## config.mk

```make
export PLATFORM = sky130hd
export DESIGN_NAME = i2cm_master
export DESIGN_NICKNAME = d
export VERILOG_FILES = /design/src/hw/i2cm_pkg.sv /design/src/hw/i2cm_master.sv
export SDC_FILE = /design/constraint.sdc
export NUM_CORES = 1
export LEC_CHECK = 0
export BUFFER_PORTS_ARGS = -buffer_cell sky130_fd_sc_hd__buf_4
export CAP_MARGIN = 20
export CORE_MARGIN = 10
export CORE_UTILIZATION = 30
export CTS_BUF_LIST = sky130_fd_sc_hd__clkbuf_8
export DETAILED_ROUTE_END_ITERATION = 10
export PLACE_DENSITY_LB_ADDON = 0.1
export SLEW_MARGIN = 25
export SYNTH_ARGS = -nofsm -noshare
export SYNTH_HDL_FRONTEND = slang
export SYNTH_SLANG_ARGS = --single-unit
export TNS_END_PERCENT = 50
```

## constraint.sdc

```tcl
create_clock -name sys_clk_i -period 4.9 [get_ports sys_clk_i]
set_input_delay 0.49 -clock sys_clk_i [delete_from_list [all_inputs] [get_ports sys_clk_i]]
set_output_delay 0.49 -clock sys_clk_i [all_outputs]
set_load 0.005 [all_outputs]
```

## src/hw/i2cm_pkg.sv

```systemverilog
// Package for the two-wire register master: timing and address constants.
// Assumes a 25 MHz system clock driving the master.
package i2cm_pkg;
  // ****************************************************************
  // Clock and bus timing
  // ****************************************************************
  localparam int SYS_CLK_HZ = 25000000; // System clock rate
  localparam int STD_BUS_HZ = 100000; // Standard bus speed
  localparam int FAST_BUS_HZ = 400000; // Fast bus speed
  // Quarter period counts, rounded up so the bus never runs above its mode's rate
  localparam int STD_QTR_CYC = (SYS_CLK_HZ + 4 * STD_BUS_HZ - 1) / (4 * STD_BUS_HZ);
  localparam int FAST_QTR_CYC = (SYS_CLK_HZ + 4 * FAST_BUS_HZ - 1) / (4 * FAST_BUS_HZ);
  // ****************************************************************
  // Slave address
  // ****************************************************************
  localparam logic [4:0] SLV_PREFIX = 5'h12; // Fixed upper five address bits
  localparam logic DIR_WRITE = 1'b0; // Write direction bit
  localparam logic DIR_READ = 1'b1; // Read direction bit
  // ****************************************************************
  // Command codes
  // ****************************************************************
  typedef enum logic [1:0] {
    I2CM_CMD_WRITE = 2'h0, // Pointer set then one data byte
    I2CM_CMD_READ = 2'h1, // Pointer set, repeated start, read byte
    I2CM_CMD_REREAD = 2'h2 // Read from the kept pointer only
  } i2cm_cmd_t;
endpackage

```

## src/hw/i2cm_master.sv

```systemverilog
// Two-wire master that writes and reads the byte registers of an addressed slave.
// Assumes open-drain wires with pull-ups resolved by the surrounding bench.
//
// Behaviour
// - Data changes only while clock low
// - Start/stop by data edge while clock high
// - Seven-bit address, prefix plus select pins
// - Write direction zero, slave acknowledges it
// - Eight-bit register address, acknowledged, MSB first
// - One data byte stored, acknowledged
// - After write: stop or repeated start
// - Read: repeated start, address, direction one
// - Slave shifts byte; master acknowledges it
// - After read: stop; reread skips pointer
// - Repeated start: data up, clock up, data down
// - Slave drives data only at ack/read
`timescale 1ns/1ps
module i2cm_master
  import i2cm_pkg::*;
#(
  parameter int QTR_STD = STD_QTR_CYC, // Quarter bit count, standard speed
  parameter int QTR_FAST = FAST_QTR_CYC // Quarter bit count, fast speed
) (
  input wire logic sys_clk_i, // System clock
  input wire logic sys_rst_i, // Synchronous reset, active high
  input wire logic fast_i, // Select fast bus speed
  input wire logic cmd_valid_i, // Command request
  output logic cmd_ready_o, // Idle and able to take a command
  input wire logic [1:0] cmd_op_i, // Command code
  input wire logic [1:0] cmd_sel_i, // Slave address select bits
  input wire logic [7:0] cmd_reg_i, // Register address
  input wire logic [7:0] cmd_wdata_i, // Write data
  output logic done_o, // Command finished pulse
  output logic nack_o, // Slave failed to acknowledge
  output logic [7:0] rdata_o, // Read data
  output logic scl_o, // Clock pin output value
  output logic scl_oe_o, // Clock pin driven low when high
  input wire logic sda_i, // Data pin level
  output logic sda_o, // Data pin output value
  output logic sda_oe_o // Data pin driven low when high
);
  // ****************************************************************
  // Parameter check
  // ****************************************************************
  if (QTR_STD < 2 || QTR_FAST < 2 || QTR_FAST > QTR_STD || QTR_STD > 65536) begin : g_chk
    $error("Quarter counts out of range");
  end
  // ****************************************************************
  // Pin input synchroniser
  // ****************************************************************
  logic [2:0] sda_sync_q; // Three stage data sampler
  logic sda_in_q; // Filtered data level
  logic sda_in_d;
  always_comb begin
    // Accept change once stages two and three agree
    sda_in_d = (sda_sync_q[1] == sda_sync_q[2]) ? sda_sync_q[2] : sda_in_q;
  end
  always_ff @(posedge sys_clk_i) begin
    if (sys_rst_i) begin
      sda_sync_q <= 3'h7;
      sda_in_q <= 1'b1;
    end else begin
      sda_sync_q <= {sda_sync_q[1:0], sda_i};
      sda_in_q <= sda_in_d;
    end
  end
  // ****************************************************************
  // Quarter bit tick divider
  // ****************************************************************
  logic [15:0] div_q; // Divider count
  logic [15:0] div_d;
  logic tick; // One-cycle quarter bit enable
  logic [15:0] qtr_lim; // Active quarter count
  always_comb begin
    // Speed choice
    qtr_lim = fast_i ? 16'(QTR_FAST - 1) : 16'(QTR_STD - 1);
    tick = (div_q >= qtr_lim);
    div_d = tick ? 16'h0000 : div_q + 16'h0001;
  end
  always_ff @(posedge sys_clk_i) begin
    if (sys_rst_i) div_q <= 16'h0000;
    else div_q <= div_d;
  end
  // ****************************************************************
  // Transfer sequencer
  // ****************************************************************
  typedef enum logic [3:0] {
    I2CM_IDLE = 4'h0, // Bus free
    I2CM_START = 4'h1, // Start or repeated start
    I2CM_BIT = 4'h3, // Eight bits of a byte
    I2CM_ACK = 4'h2, // Ninth bit
    I2CM_STOP = 4'h6, // Stop condition
    I2CM_DONE = 4'h4 // Report
  } i2cm_state_t;
  i2cm_state_t st_q, st_d; // Sequencer state
  logic [1:0] ph_q, ph_d; // Quarter phase within bit
  logic [2:0] bit_q, bit_d; // Bit index, MSB first
  logic [1:0] byte_q, byte_d; // Byte index within phase
  logic [7:0] sh_q, sh_d; // Shift register
  logic scl_q, scl_d; // Clock level requested
  logic sdo_q, sdo_d; // Data level requested
  logic rd_q, rd_d; // Current phase reads
  logic [1:0] op_q, op_d; // Latched command
  logic [1:0] sel_q, sel_d; // Latched select bits
  logic [7:0] reg_q, reg_d; // Latched register
  logic [7:0] wd_q, wd_d; // Latched write data
  logic [7:0] rdat_q, rdat_d; // Read result
  logic nack_q, nack_d; // No acknowledge seen
  logic [7:0] addr_byte; // Address plus direction
  // Address with direction
  assign addr_byte = {SLV_PREFIX, sel_q, rd_q ? DIR_READ : DIR_WRITE};
  always_comb begin
    // Next state of the byte sequencer
    st_d = st_q;
    ph_d = ph_q;
    bit_d = bit_q;
    byte_d = byte_q;
    sh_d = sh_q;
    scl_d = scl_q;
    sdo_d = sdo_q;
    rd_d = rd_q;
    op_d = op_q;
    sel_d = sel_q;
    reg_d = reg_q;
    wd_d = wd_q;
    rdat_d = rdat_q;
    nack_d = nack_q;
    case (st_q)
      I2CM_IDLE: begin
        // Take a command
        scl_d = 1'b1;
        sdo_d = 1'b1;
        if (cmd_valid_i) begin
          op_d = cmd_op_i;
          sel_d = cmd_sel_i;
          reg_d = cmd_reg_i;
          wd_d = cmd_wdata_i;
          nack_d = 1'b0;
          rd_d = (cmd_op_i == I2CM_CMD_REREAD); // Reread skips pointer
          byte_d = 2'h0;
          ph_d = 2'h0;
          st_d = I2CM_START;
        end
      end
      I2CM_START: if (tick) begin
        // Data up, clock up, data down, clock down
        ph_d = ph_q + 2'h1;
        case (ph_q)
          2'h0: sdo_d = 1'b1;
          2'h1: scl_d = 1'b1;
          2'h2: sdo_d = 1'b0;
          default: begin
            scl_d = 1'b0;
            sh_d = addr_byte;
            bit_d = 3'h7;
            st_d = I2CM_BIT;
          end
        endcase
      end
      I2CM_BIT: if (tick) begin
        // Data set at low quarter, sampled at high
        ph_d = ph_q + 2'h1;
        case (ph_q)
          2'h0: sdo_d = (rd_q && byte_q == 2'h1) ? 1'b1 : sh_q[7];
          2'h1: scl_d = 1'b1;
          2'h2: sh_d = {sh_q[6:0], sda_in_q};
          default: begin
            scl_d = 1'b0;
            bit_d = bit_q - 3'h1;
            if (bit_q == 3'h0) st_d = I2CM_ACK;
          end
        endcase
      end
      I2CM_ACK: if (tick) begin
        // Release for slave ack, or master ack of read data
        ph_d = ph_q + 2'h1;
        case (ph_q)
          2'h0: sdo_d = !(rd_q && byte_q == 2'h1);
          2'h1: scl_d = 1'b1;
          2'h2: if (!(rd_q && byte_q == 2'h1) && sda_in_q) nack_d = 1'b1;
          default: begin
            scl_d = 1'b0;
            byte_d = byte_q + 2'h1;
            bit_d = 3'h7;
            if (nack_q) begin
              st_d = I2CM_STOP;
            end else if (rd_q && byte_q == 2'h1) begin
              rdat_d = sh_q;
              st_d = I2CM_STOP;
            end else if (byte_q == 2'h0) begin
              sh_d = rd_q ? sh_q : reg_q; // Register pointer
              st_d = I2CM_BIT; // Address ack leads into the pointer byte, or the data byte when reading
            end else if (op_q == I2CM_CMD_WRITE && byte_q == 2'h1) begin
              sh_d = wd_q;
              st_d = I2CM_BIT;
            end else if (op_q == I2CM_CMD_READ && byte_q == 2'h1) begin
              rd_d = 1'b1; // Repeated start to read
              byte_d = 2'h0;
              st_d = I2CM_START;
            end else begin
              st_d = I2CM_STOP;
            end
          end
        endcase
      end
      I2CM_STOP: if (tick) begin
        // Data low, clock up, data up
        ph_d = ph_q + 2'h1;
        case (ph_q)
          2'h0: sdo_d = 1'b0;
          2'h1: scl_d = 1'b1;
          2'h2: sdo_d = 1'b1;
          default: st_d = I2CM_DONE;
        endcase
      end
      I2CM_DONE: st_d = I2CM_IDLE;
      default: st_d = I2CM_IDLE;
    endcase
  end
  always_ff @(posedge sys_clk_i) begin
    if (sys_rst_i) begin
      st_q <= I2CM_IDLE;
      ph_q <= 2'h0;
      bit_q <= 3'h7;
      byte_q <= 2'h0;
      sh_q <= 8'h00;
      scl_q <= 1'b1;
      sdo_q <= 1'b1;
      rd_q <= 1'b0;
      op_q <= 2'h0;
      sel_q <= 2'h0;
      reg_q <= 8'h00;
      wd_q <= 8'h00;
      rdat_q <= 8'h00;
      nack_q <= 1'b0;
    end else begin
      st_q <= st_d;
      ph_q <= ph_d;
      bit_q <= bit_d;
      byte_q <= byte_d;
      sh_q <= sh_d;
      scl_q <= scl_d;
      sdo_q <= sdo_d;
      rd_q <= rd_d;
      op_q <= op_d;
      sel_q <= sel_d;
      reg_q <= reg_d;
      wd_q <= wd_d;
      rdat_q <= rdat_d;
      nack_q <= nack_d;
    end
  end
  // ****************************************************************
  // Outputs
  // ****************************************************************
  assign cmd_ready_o = (st_q == I2CM_IDLE);
  assign done_o = (st_q == I2CM_DONE);
  assign nack_o = nack_q;
  assign rdata_o = rdat_q;
  assign scl_o = 1'b0; // Open drain
  assign scl_oe_o = !scl_q;
  assign sda_o = 1'b0;
  assign sda_oe_o = !sdo_q;
endmodule

```

==> flow_summary.ini, run 1 <==
[outcome]
outcome = finished clean

[worst_setup_path]
reg2regPathDepth = 4
worstSetupPathType = flip-flop to flip-flop
rr_startpoint = st_q[0]
cp_data_required_time_ns = 5.16
r2r_setup_slack_ns = 2.34
cp-end-kind = flip-flop
start_kind = flip-flop
worstPathArrival_ns = 2.83
cp_max_fo = 26
r2r-end = rd_q

[final_layout]
final-seq-area_um2 = 1400
drive_above_1_share_pct = 17.9
antenna_cells = 0
area_growth_pct = 16.1
multi_input_area_um2 = 1840
nFillCells = 1145
finalNetCount = 449

[route]
ant_nets = 0
drt_iter0_drc = 171
routed_wl_mm = 8.16
route.detailed.drc = 0
wire_per_inst_um = 14.7
num_vias = 2616
firstDrtPassIters = 4
avgViaCountPerCell = 4.72

[floorplanning]
ioPinCount = 40
start_util_pct = 30.9
rows = 38
core_area_um2 = 10900
die_h_um = 126
die_area_um2 = 15900
die-width_um = 126

[clock_network]
clock-root-buffer = clkbuf_8
cts_buffers = 9
insertion_delay_ns = 0.36
path_clk_slew_ns = 0.07
postCtsHoldBufs = 0
cts_tree = done
clock_sinks = 70
ctsHtreeMaxLevel = 3
post_cts_buffers = 0
max-clock-path-buffers = 2
cts_resized = 0

[hold_path]
worstHoldStart = sda_i
holdPathStages = 2
min_path_type = input pin to flip-flop
hold_path_end = sda_sync_q[0]

[global_route]
gr-usage-met3_pct = 3.78
grt_pass1_vias = 2603
grtUsageMet1_pct = 14.1
grt_max_degree = 74
top_usage_layer = met2
grt_use_total_pct = 10.4
grtUsageMet2_pct = 14.6
grt_pass1_wl_mm = 13.4
antenna_found_initial = 0
grt.overflow.total = 0

[power]
internal_power_mw = 1.04
p_leak_nw = 1.64
clockPowerShare_pct = 28.9
p_per_area_nw_per_um2 = 398
power_switching_uw = 521
peakVddDrop_uv = 163
power_frac_comb_pct = 26.6
p_sw_share_pct = 33.3
finalPower_mw = 1.57
p_seq_share_pct = 44.5

[sta]
clock_skew_ns = 0.00958
timing.slew.headroom_pct = 37.8
fmax_mhz = 390
period_share_pct = 52.3
setup_tns_ns = 0
hold_violations = 0
rsz0062_at_grt = false
setup_violations = 0
fin_crit_ns = 2.56
tightest_slew_ns = 0.933
maxSlewViolCount = 0

[synth]
yosysSeqAreaShare_pct = 41.4
yosys.area.top_type = dfxtp_1
synth_ff_type = dfxtp_1
ys_seq_elements = 70
ys_types = 61
syn_area_um2 = 3380
synth.avg_cell_area_um2 = 8.93
ys_warn_count = 0
synth.top_cell.area_share_pct = 41.4
synthTopCellsByArea = dfxtp_1 41%, mux2i_1 7.1%, nand2_1 5.7%
synth-edff-count = 0
async_reset_ff_share_pct = 0
synth_cells = 379

[job]
cap_violations = 0

[place]
gp_congestion = 0.754
dp_hpwl_mm = 5.69
port_buffers = 37
-- power groups by stage --
| stage | sequential [mW] | combinational (mW) | clock (mW) |
|---|---|---|---|
| floorplan | 0.665 | 0.345 | 0 |
| CTS | 0.696 | 0.419 | 0.467 |
| global route | 0.707 | 0.472 | 0.495 |
| finish | 0.696 | 0.416 | 0.452 |
| global placement | 0.710 | 0.417 | 0 |
| detailed placement | 0.710 | 0.417 | 0 |
-- cell usage in the layout (no fill, tap or decap), types with 2 or more instances in the layout --
| cell type | netlist | layout |
|---|---|---|
| dfxtp_1 | 70 | 70 |
| nand2_1 | 51 | 51 |
| buf_4 | 2 | 37 |
| a21oi_1 | 32 | 32 |
| mux2i_1 | 24 | 24 |
| nand2b_1 | 21 | 21 |
| inv_1 | 13 | 17 |
| nor2_1 | 16 | 16 |
| ha_1 | 14 | 14 |
| conb_1 | 1 | 11 |
| clkbuf_8 | 0 | 10 |
| nor3_1 | 9 | 9 |
| or2_2 | 9 | 9 |
| o21ai_0 | 8 | 8 |
| mux2_2 | 6 | 6 |
| a31oi_1 | 5 | 5 |
| nand3_1 | 4 | 4 |
| a21o_1 | 4 | 4 |
| and3_1 | 4 | 4 |
| o21bai_1 | 4 | 4 |
| nor2b_1 | 4 | 4 |
| a221oi_1 | 4 | 4 |
| xnor2_1 | 3 | 3 |
| a22oi_1 | 3 | 3 |
| and2_1 | 2 | 2 |
| or4_1 | 2 | 2 |
| xor2_1 | 2 | 2 |
| nor3b_1 | 2 | 2 |
| nor3b_2 | 2 | 2 |
| or3_1 | 2 | 2 |
| o211ai_1 | 2 | 2 |
| nand4_1 | 2 | 2 |
| a32o_1 | 2 | 2 |
-- worst max path at each step --
| stage | start | to |
|---|---|---|
| 2_1_floorplan | fast_i | rdata_o[3] |
| 3_3_place_gp | fast_i | sdo_q |
| 3_5_place_dp | fast_i | ph_q[0] |
| 4_1_cts | st_q[0] | rd_q |
| 5_1_grt | st_q[0] | rd_q |
| 6_report | st_q[0] | rd_q |
-- synth_stat cells (all sizes together), types with 2 or more instances --
master and instances:
xnor2 3, mux2 6, nor3b 4, a21oi 33
or3 2, nand4 3, o21ai 8, a21o 4
nand2b 21, mux2i 24, nor4 3, ha 14
nand3 5, inv 13, nand2 51, nor2b 4
a31oi 5, and3 5, a221oi 4, nor2 16
clkbuf 18, nor3 9, or4 3, xor2 2
a2111oi 2, or2 10, buf 9, o21bai 4
a22oi 3, a32o 2, o211ai 2, and2 2
dfxtp 70
-- through the flow --
stage	hold slack [ns]	setup WS (ns)	cell area, µm²	cells	util (%)
2_1_floorplan	0.389	2.61	3420	389	-
3_3_place_gp	0.404	2.32	3750	539	34.3
3_5_place_dp	0.398	2.20	3750	539	34.3
4_1_cts	0.320	2.35	3930	554	35.9
5_1_grt	0.322	2.04	3930	554	35.9
6_report	0.328	2.34	3930	554	35.9
-- state kept, by name, summed over array words and instances (netlist names), 3 cells and up --
| signal | cells |
|---|---|
| wd_q | 8 |
| div_q | 16 |
| sh_q | 8 |
| reg_q | 8 |
| st_q | 3 |
| bit_q | 3 |
| rdata_o | 8 |
| sda_sync_q | 3 |
-- worst max-delay path, stage by stage, from the launching register on --
cell      delay, ns
dfxtp_1        0.58
nor3_1         0.64
and2_1         0.83
o21bai_1       0.16
a221oi_1       0.25
-- cell families after synthesis --
logic type	synth area share, %
simple gates	23.3
fa+ha+maj	5.18
flops	41.4
mux	9.10
buf+inv	5.21
xor+xnor	1.29
compound gates	14.4
other cells	0.111
-- metal layers --
layer,routed length (µm),up-vias
met2,3390,46
met5,0,-
met3,372,11
met4,136,0
met1,4260,1195
li1,-,1364
-- layout make-up --
| type | instances | share of cell area [%] |
|---|---|---|
| tap | 140 | 4.46 |
| timing repair buffer | 37 | 7.07 |
| multi-input combinational | 279 | 46.9 |
| inverter | 13 | 1.24 |
| clock inverter | 5 | 1.15 |
| clock buffer | 10 | 3.50 |
| sequential | 70 | 35.7 |
No activity file was read; power rests on OpenSTA's default activity.
==> inputs of run 2 (changes only) <==
Clock period 4.9 ns to 2.1 ns, I/O delays scaled along.
==> run 2 against run 1 <==
Sequential share of layout area fell by 2.3 points. Register-to-register slack got worse by 2.3 ns. Utilization rose by 2.5 points. Combinational power rose to 2.9 times the previous value. Largest cell class unchanged. Largest power group unchanged. Highest routed layer unchanged.
==> flow_summary.ini, run 2 (synthesis results as in run 1) <==
[power]
p_leak_nw = 1.74
p_seq_share_pct = 41.3
p_per_area_nw_per_um2 = 909
p_sw_share_pct = 34.3
power_frac_comb_pct = 31.1
internal_power_mw = 2.51
power_switching_mw = 1.31
peakVddDrop_uv = 375
clockPowerShare_pct = 27.6
finalPower_mw = 3.82

[global_route]
grtUsageMet2_pct = 15.9
grt.overflow.total = 0
grt_pass1_vias = 2751
gr-usage-met3_pct = 3.48
top_usage_layer = met2
grt_max_degree = 74
grt_pass1_wl_mm = 14.0
grtUsageMet1_pct = 14.0
grt_use_total_pct = 10.7
antenna_found_initial = 0

[sta]
worst_slack_ns = 0.0226
timing.slew.headroom_pct = 50.1
clock_skew_ns = 0.0112
period_share_pct = 98.9
fin_crit_ns = 2.08
setup_violations = 0
tightest_slew_ns = 0.748
maxSlewViolCount = 0
rsz0062_at_grt = true
fmax_mhz = 481
hold_violations = 0
holdWs_ns = 0.0541

[clock_network]
ctsHtreeMaxLevel = 3
insertion_delay_ns = 0.35
cts_buffers = 9
path_clk_slew_ns = 0.08
clock-root-buffer = clkbuf_8
clock_sinks = 70
cts_tree = done
max-clock-path-buffers = 2

[place]
dp_hpwl_mm = 6.04
port_buffers = 37
dp.cells = 559
place_ws_ns = 0.0310
gp_congestion = 0.758

[final_layout]
antenna_cells = 0
finalNonFillerCells = 578
finalNetCount = 472
nFillCells = 1128
area_growth_pct = 24.3
largest_reg_flops = 16
drive_above_1_share_pct = 25.6
mostFrequentLayoutCell = dfxtp_1
regMostFlops = div_q
final_cell_mix = 69 x dfxtp_1, 59 x buf_4, 51 x nand2_1

[worst_setup_path]
cp_data_required_time_ns = 2.39
critPathSlowestCell = or4_4
cp_max_fo = 5
max_stage_delay_ns = 0.42
critical-path-top-delay-family = simple AND/OR/NAND/NOR gates
worstSetupPathType = flip-flop to flip-flop
cp_cell_sequence = ha_4 -> or4_4 -> nor4_4 -> buf_4 -> nand3_4 -> a211oi_1 -> mux2i_1
cp-end-kind = flip-flop
worstPathArrival_ns = 2.36
path_buf_inv = 1
start_kind = flip-flop

[route]
wire_per_inst_um = 14.8
routed_wl_mm = 8.58
route.detailed.drc = 0
num_vias = 2778
ant_nets = 0
firstDrtPassIters = 4
drt_iter0_drc = 101
avgViaCountPerCell = 4.81

[floorplanning]
ioPinCount = 40
start_util_pct = 30.9
core_area_um2 = 10900
die_area_um2 = 15900
die-width_um = 126
die_h_um = 126
rows = 38

[outcome]
outcome = finished clean

[job]
cap_violations = 0

[hold_path]
min_path_type = input pin to flip-flop
run 2: layout make-up:
class / instances / area, µm² / share of cell area (%)
clock buffers: 12 / 165 / 3.93
flip-flops and latches: 70 / 1410 / 33.4
repair buffers: 59 / 443 / 10.5
clock inverters: 4 / 30.0 / 0.714
multi-input cells: 280 / 1940 / 46.1
inverters: 13 / 48.8 / 1.16
well taps: 140 / 175 / 4.17
run 2: worst paths after layout:
path,start,endpoint,slack (ns),cells after the start
worst max-delay path,div_q[5],scl_q,0.02,7
worst min-delay path,sda_i,sda_sync_q[0],0.05,2
worst max register to register,div_q[5],scl_q,0.02,7
worst min register to register,sda_sync_q[0],sda_sync_q[1],0.42,1
run 2: what timing repair did:
| item | in CTS | in global routing |
|---|---|---|
| hold buffers | 0 | 0 |
| setup buffers | 0 | 3 |
| gates resized for setup | 2 | 11 |
| endpoints found under the setup margin | 2 | 26 |
| pin swaps | 0 | 6 |
| gates cloned | 0 | 1 |
run 2: power by group through the flow:
stage / sequential (mW) / combinational (mW) / clock, mW
floorplan: 1.55 / 0.807 / 0
global placement: 1.61 / 1.16 / 0
detailed placement: 1.61 / 1.17 / 0
CTS: 1.58 / 1.19 / 1.11
global route: 1.60 / 1.34 / 1.16
finish: 1.58 / 1.19 / 1.05
run 2: routing by layer:
layer	wire length (µm)	vias up
met3	489	11
li1	-	1414
met5	0	-
met2	3680	65
met4	146	0
met1	4260	1288
run 2: per-stage QoR:
stage	util (%)	TNS [ns]	cell area, µm²
4_1_cts	37.7	0	4130
3_3_place_gp	35.8	0	3920
3_5_place_dp	35.8	0	3920
6_report	38.5	0	4210
2_1_floorplan	-	0	3440
5_1_grt	38.5	-1.04	4210
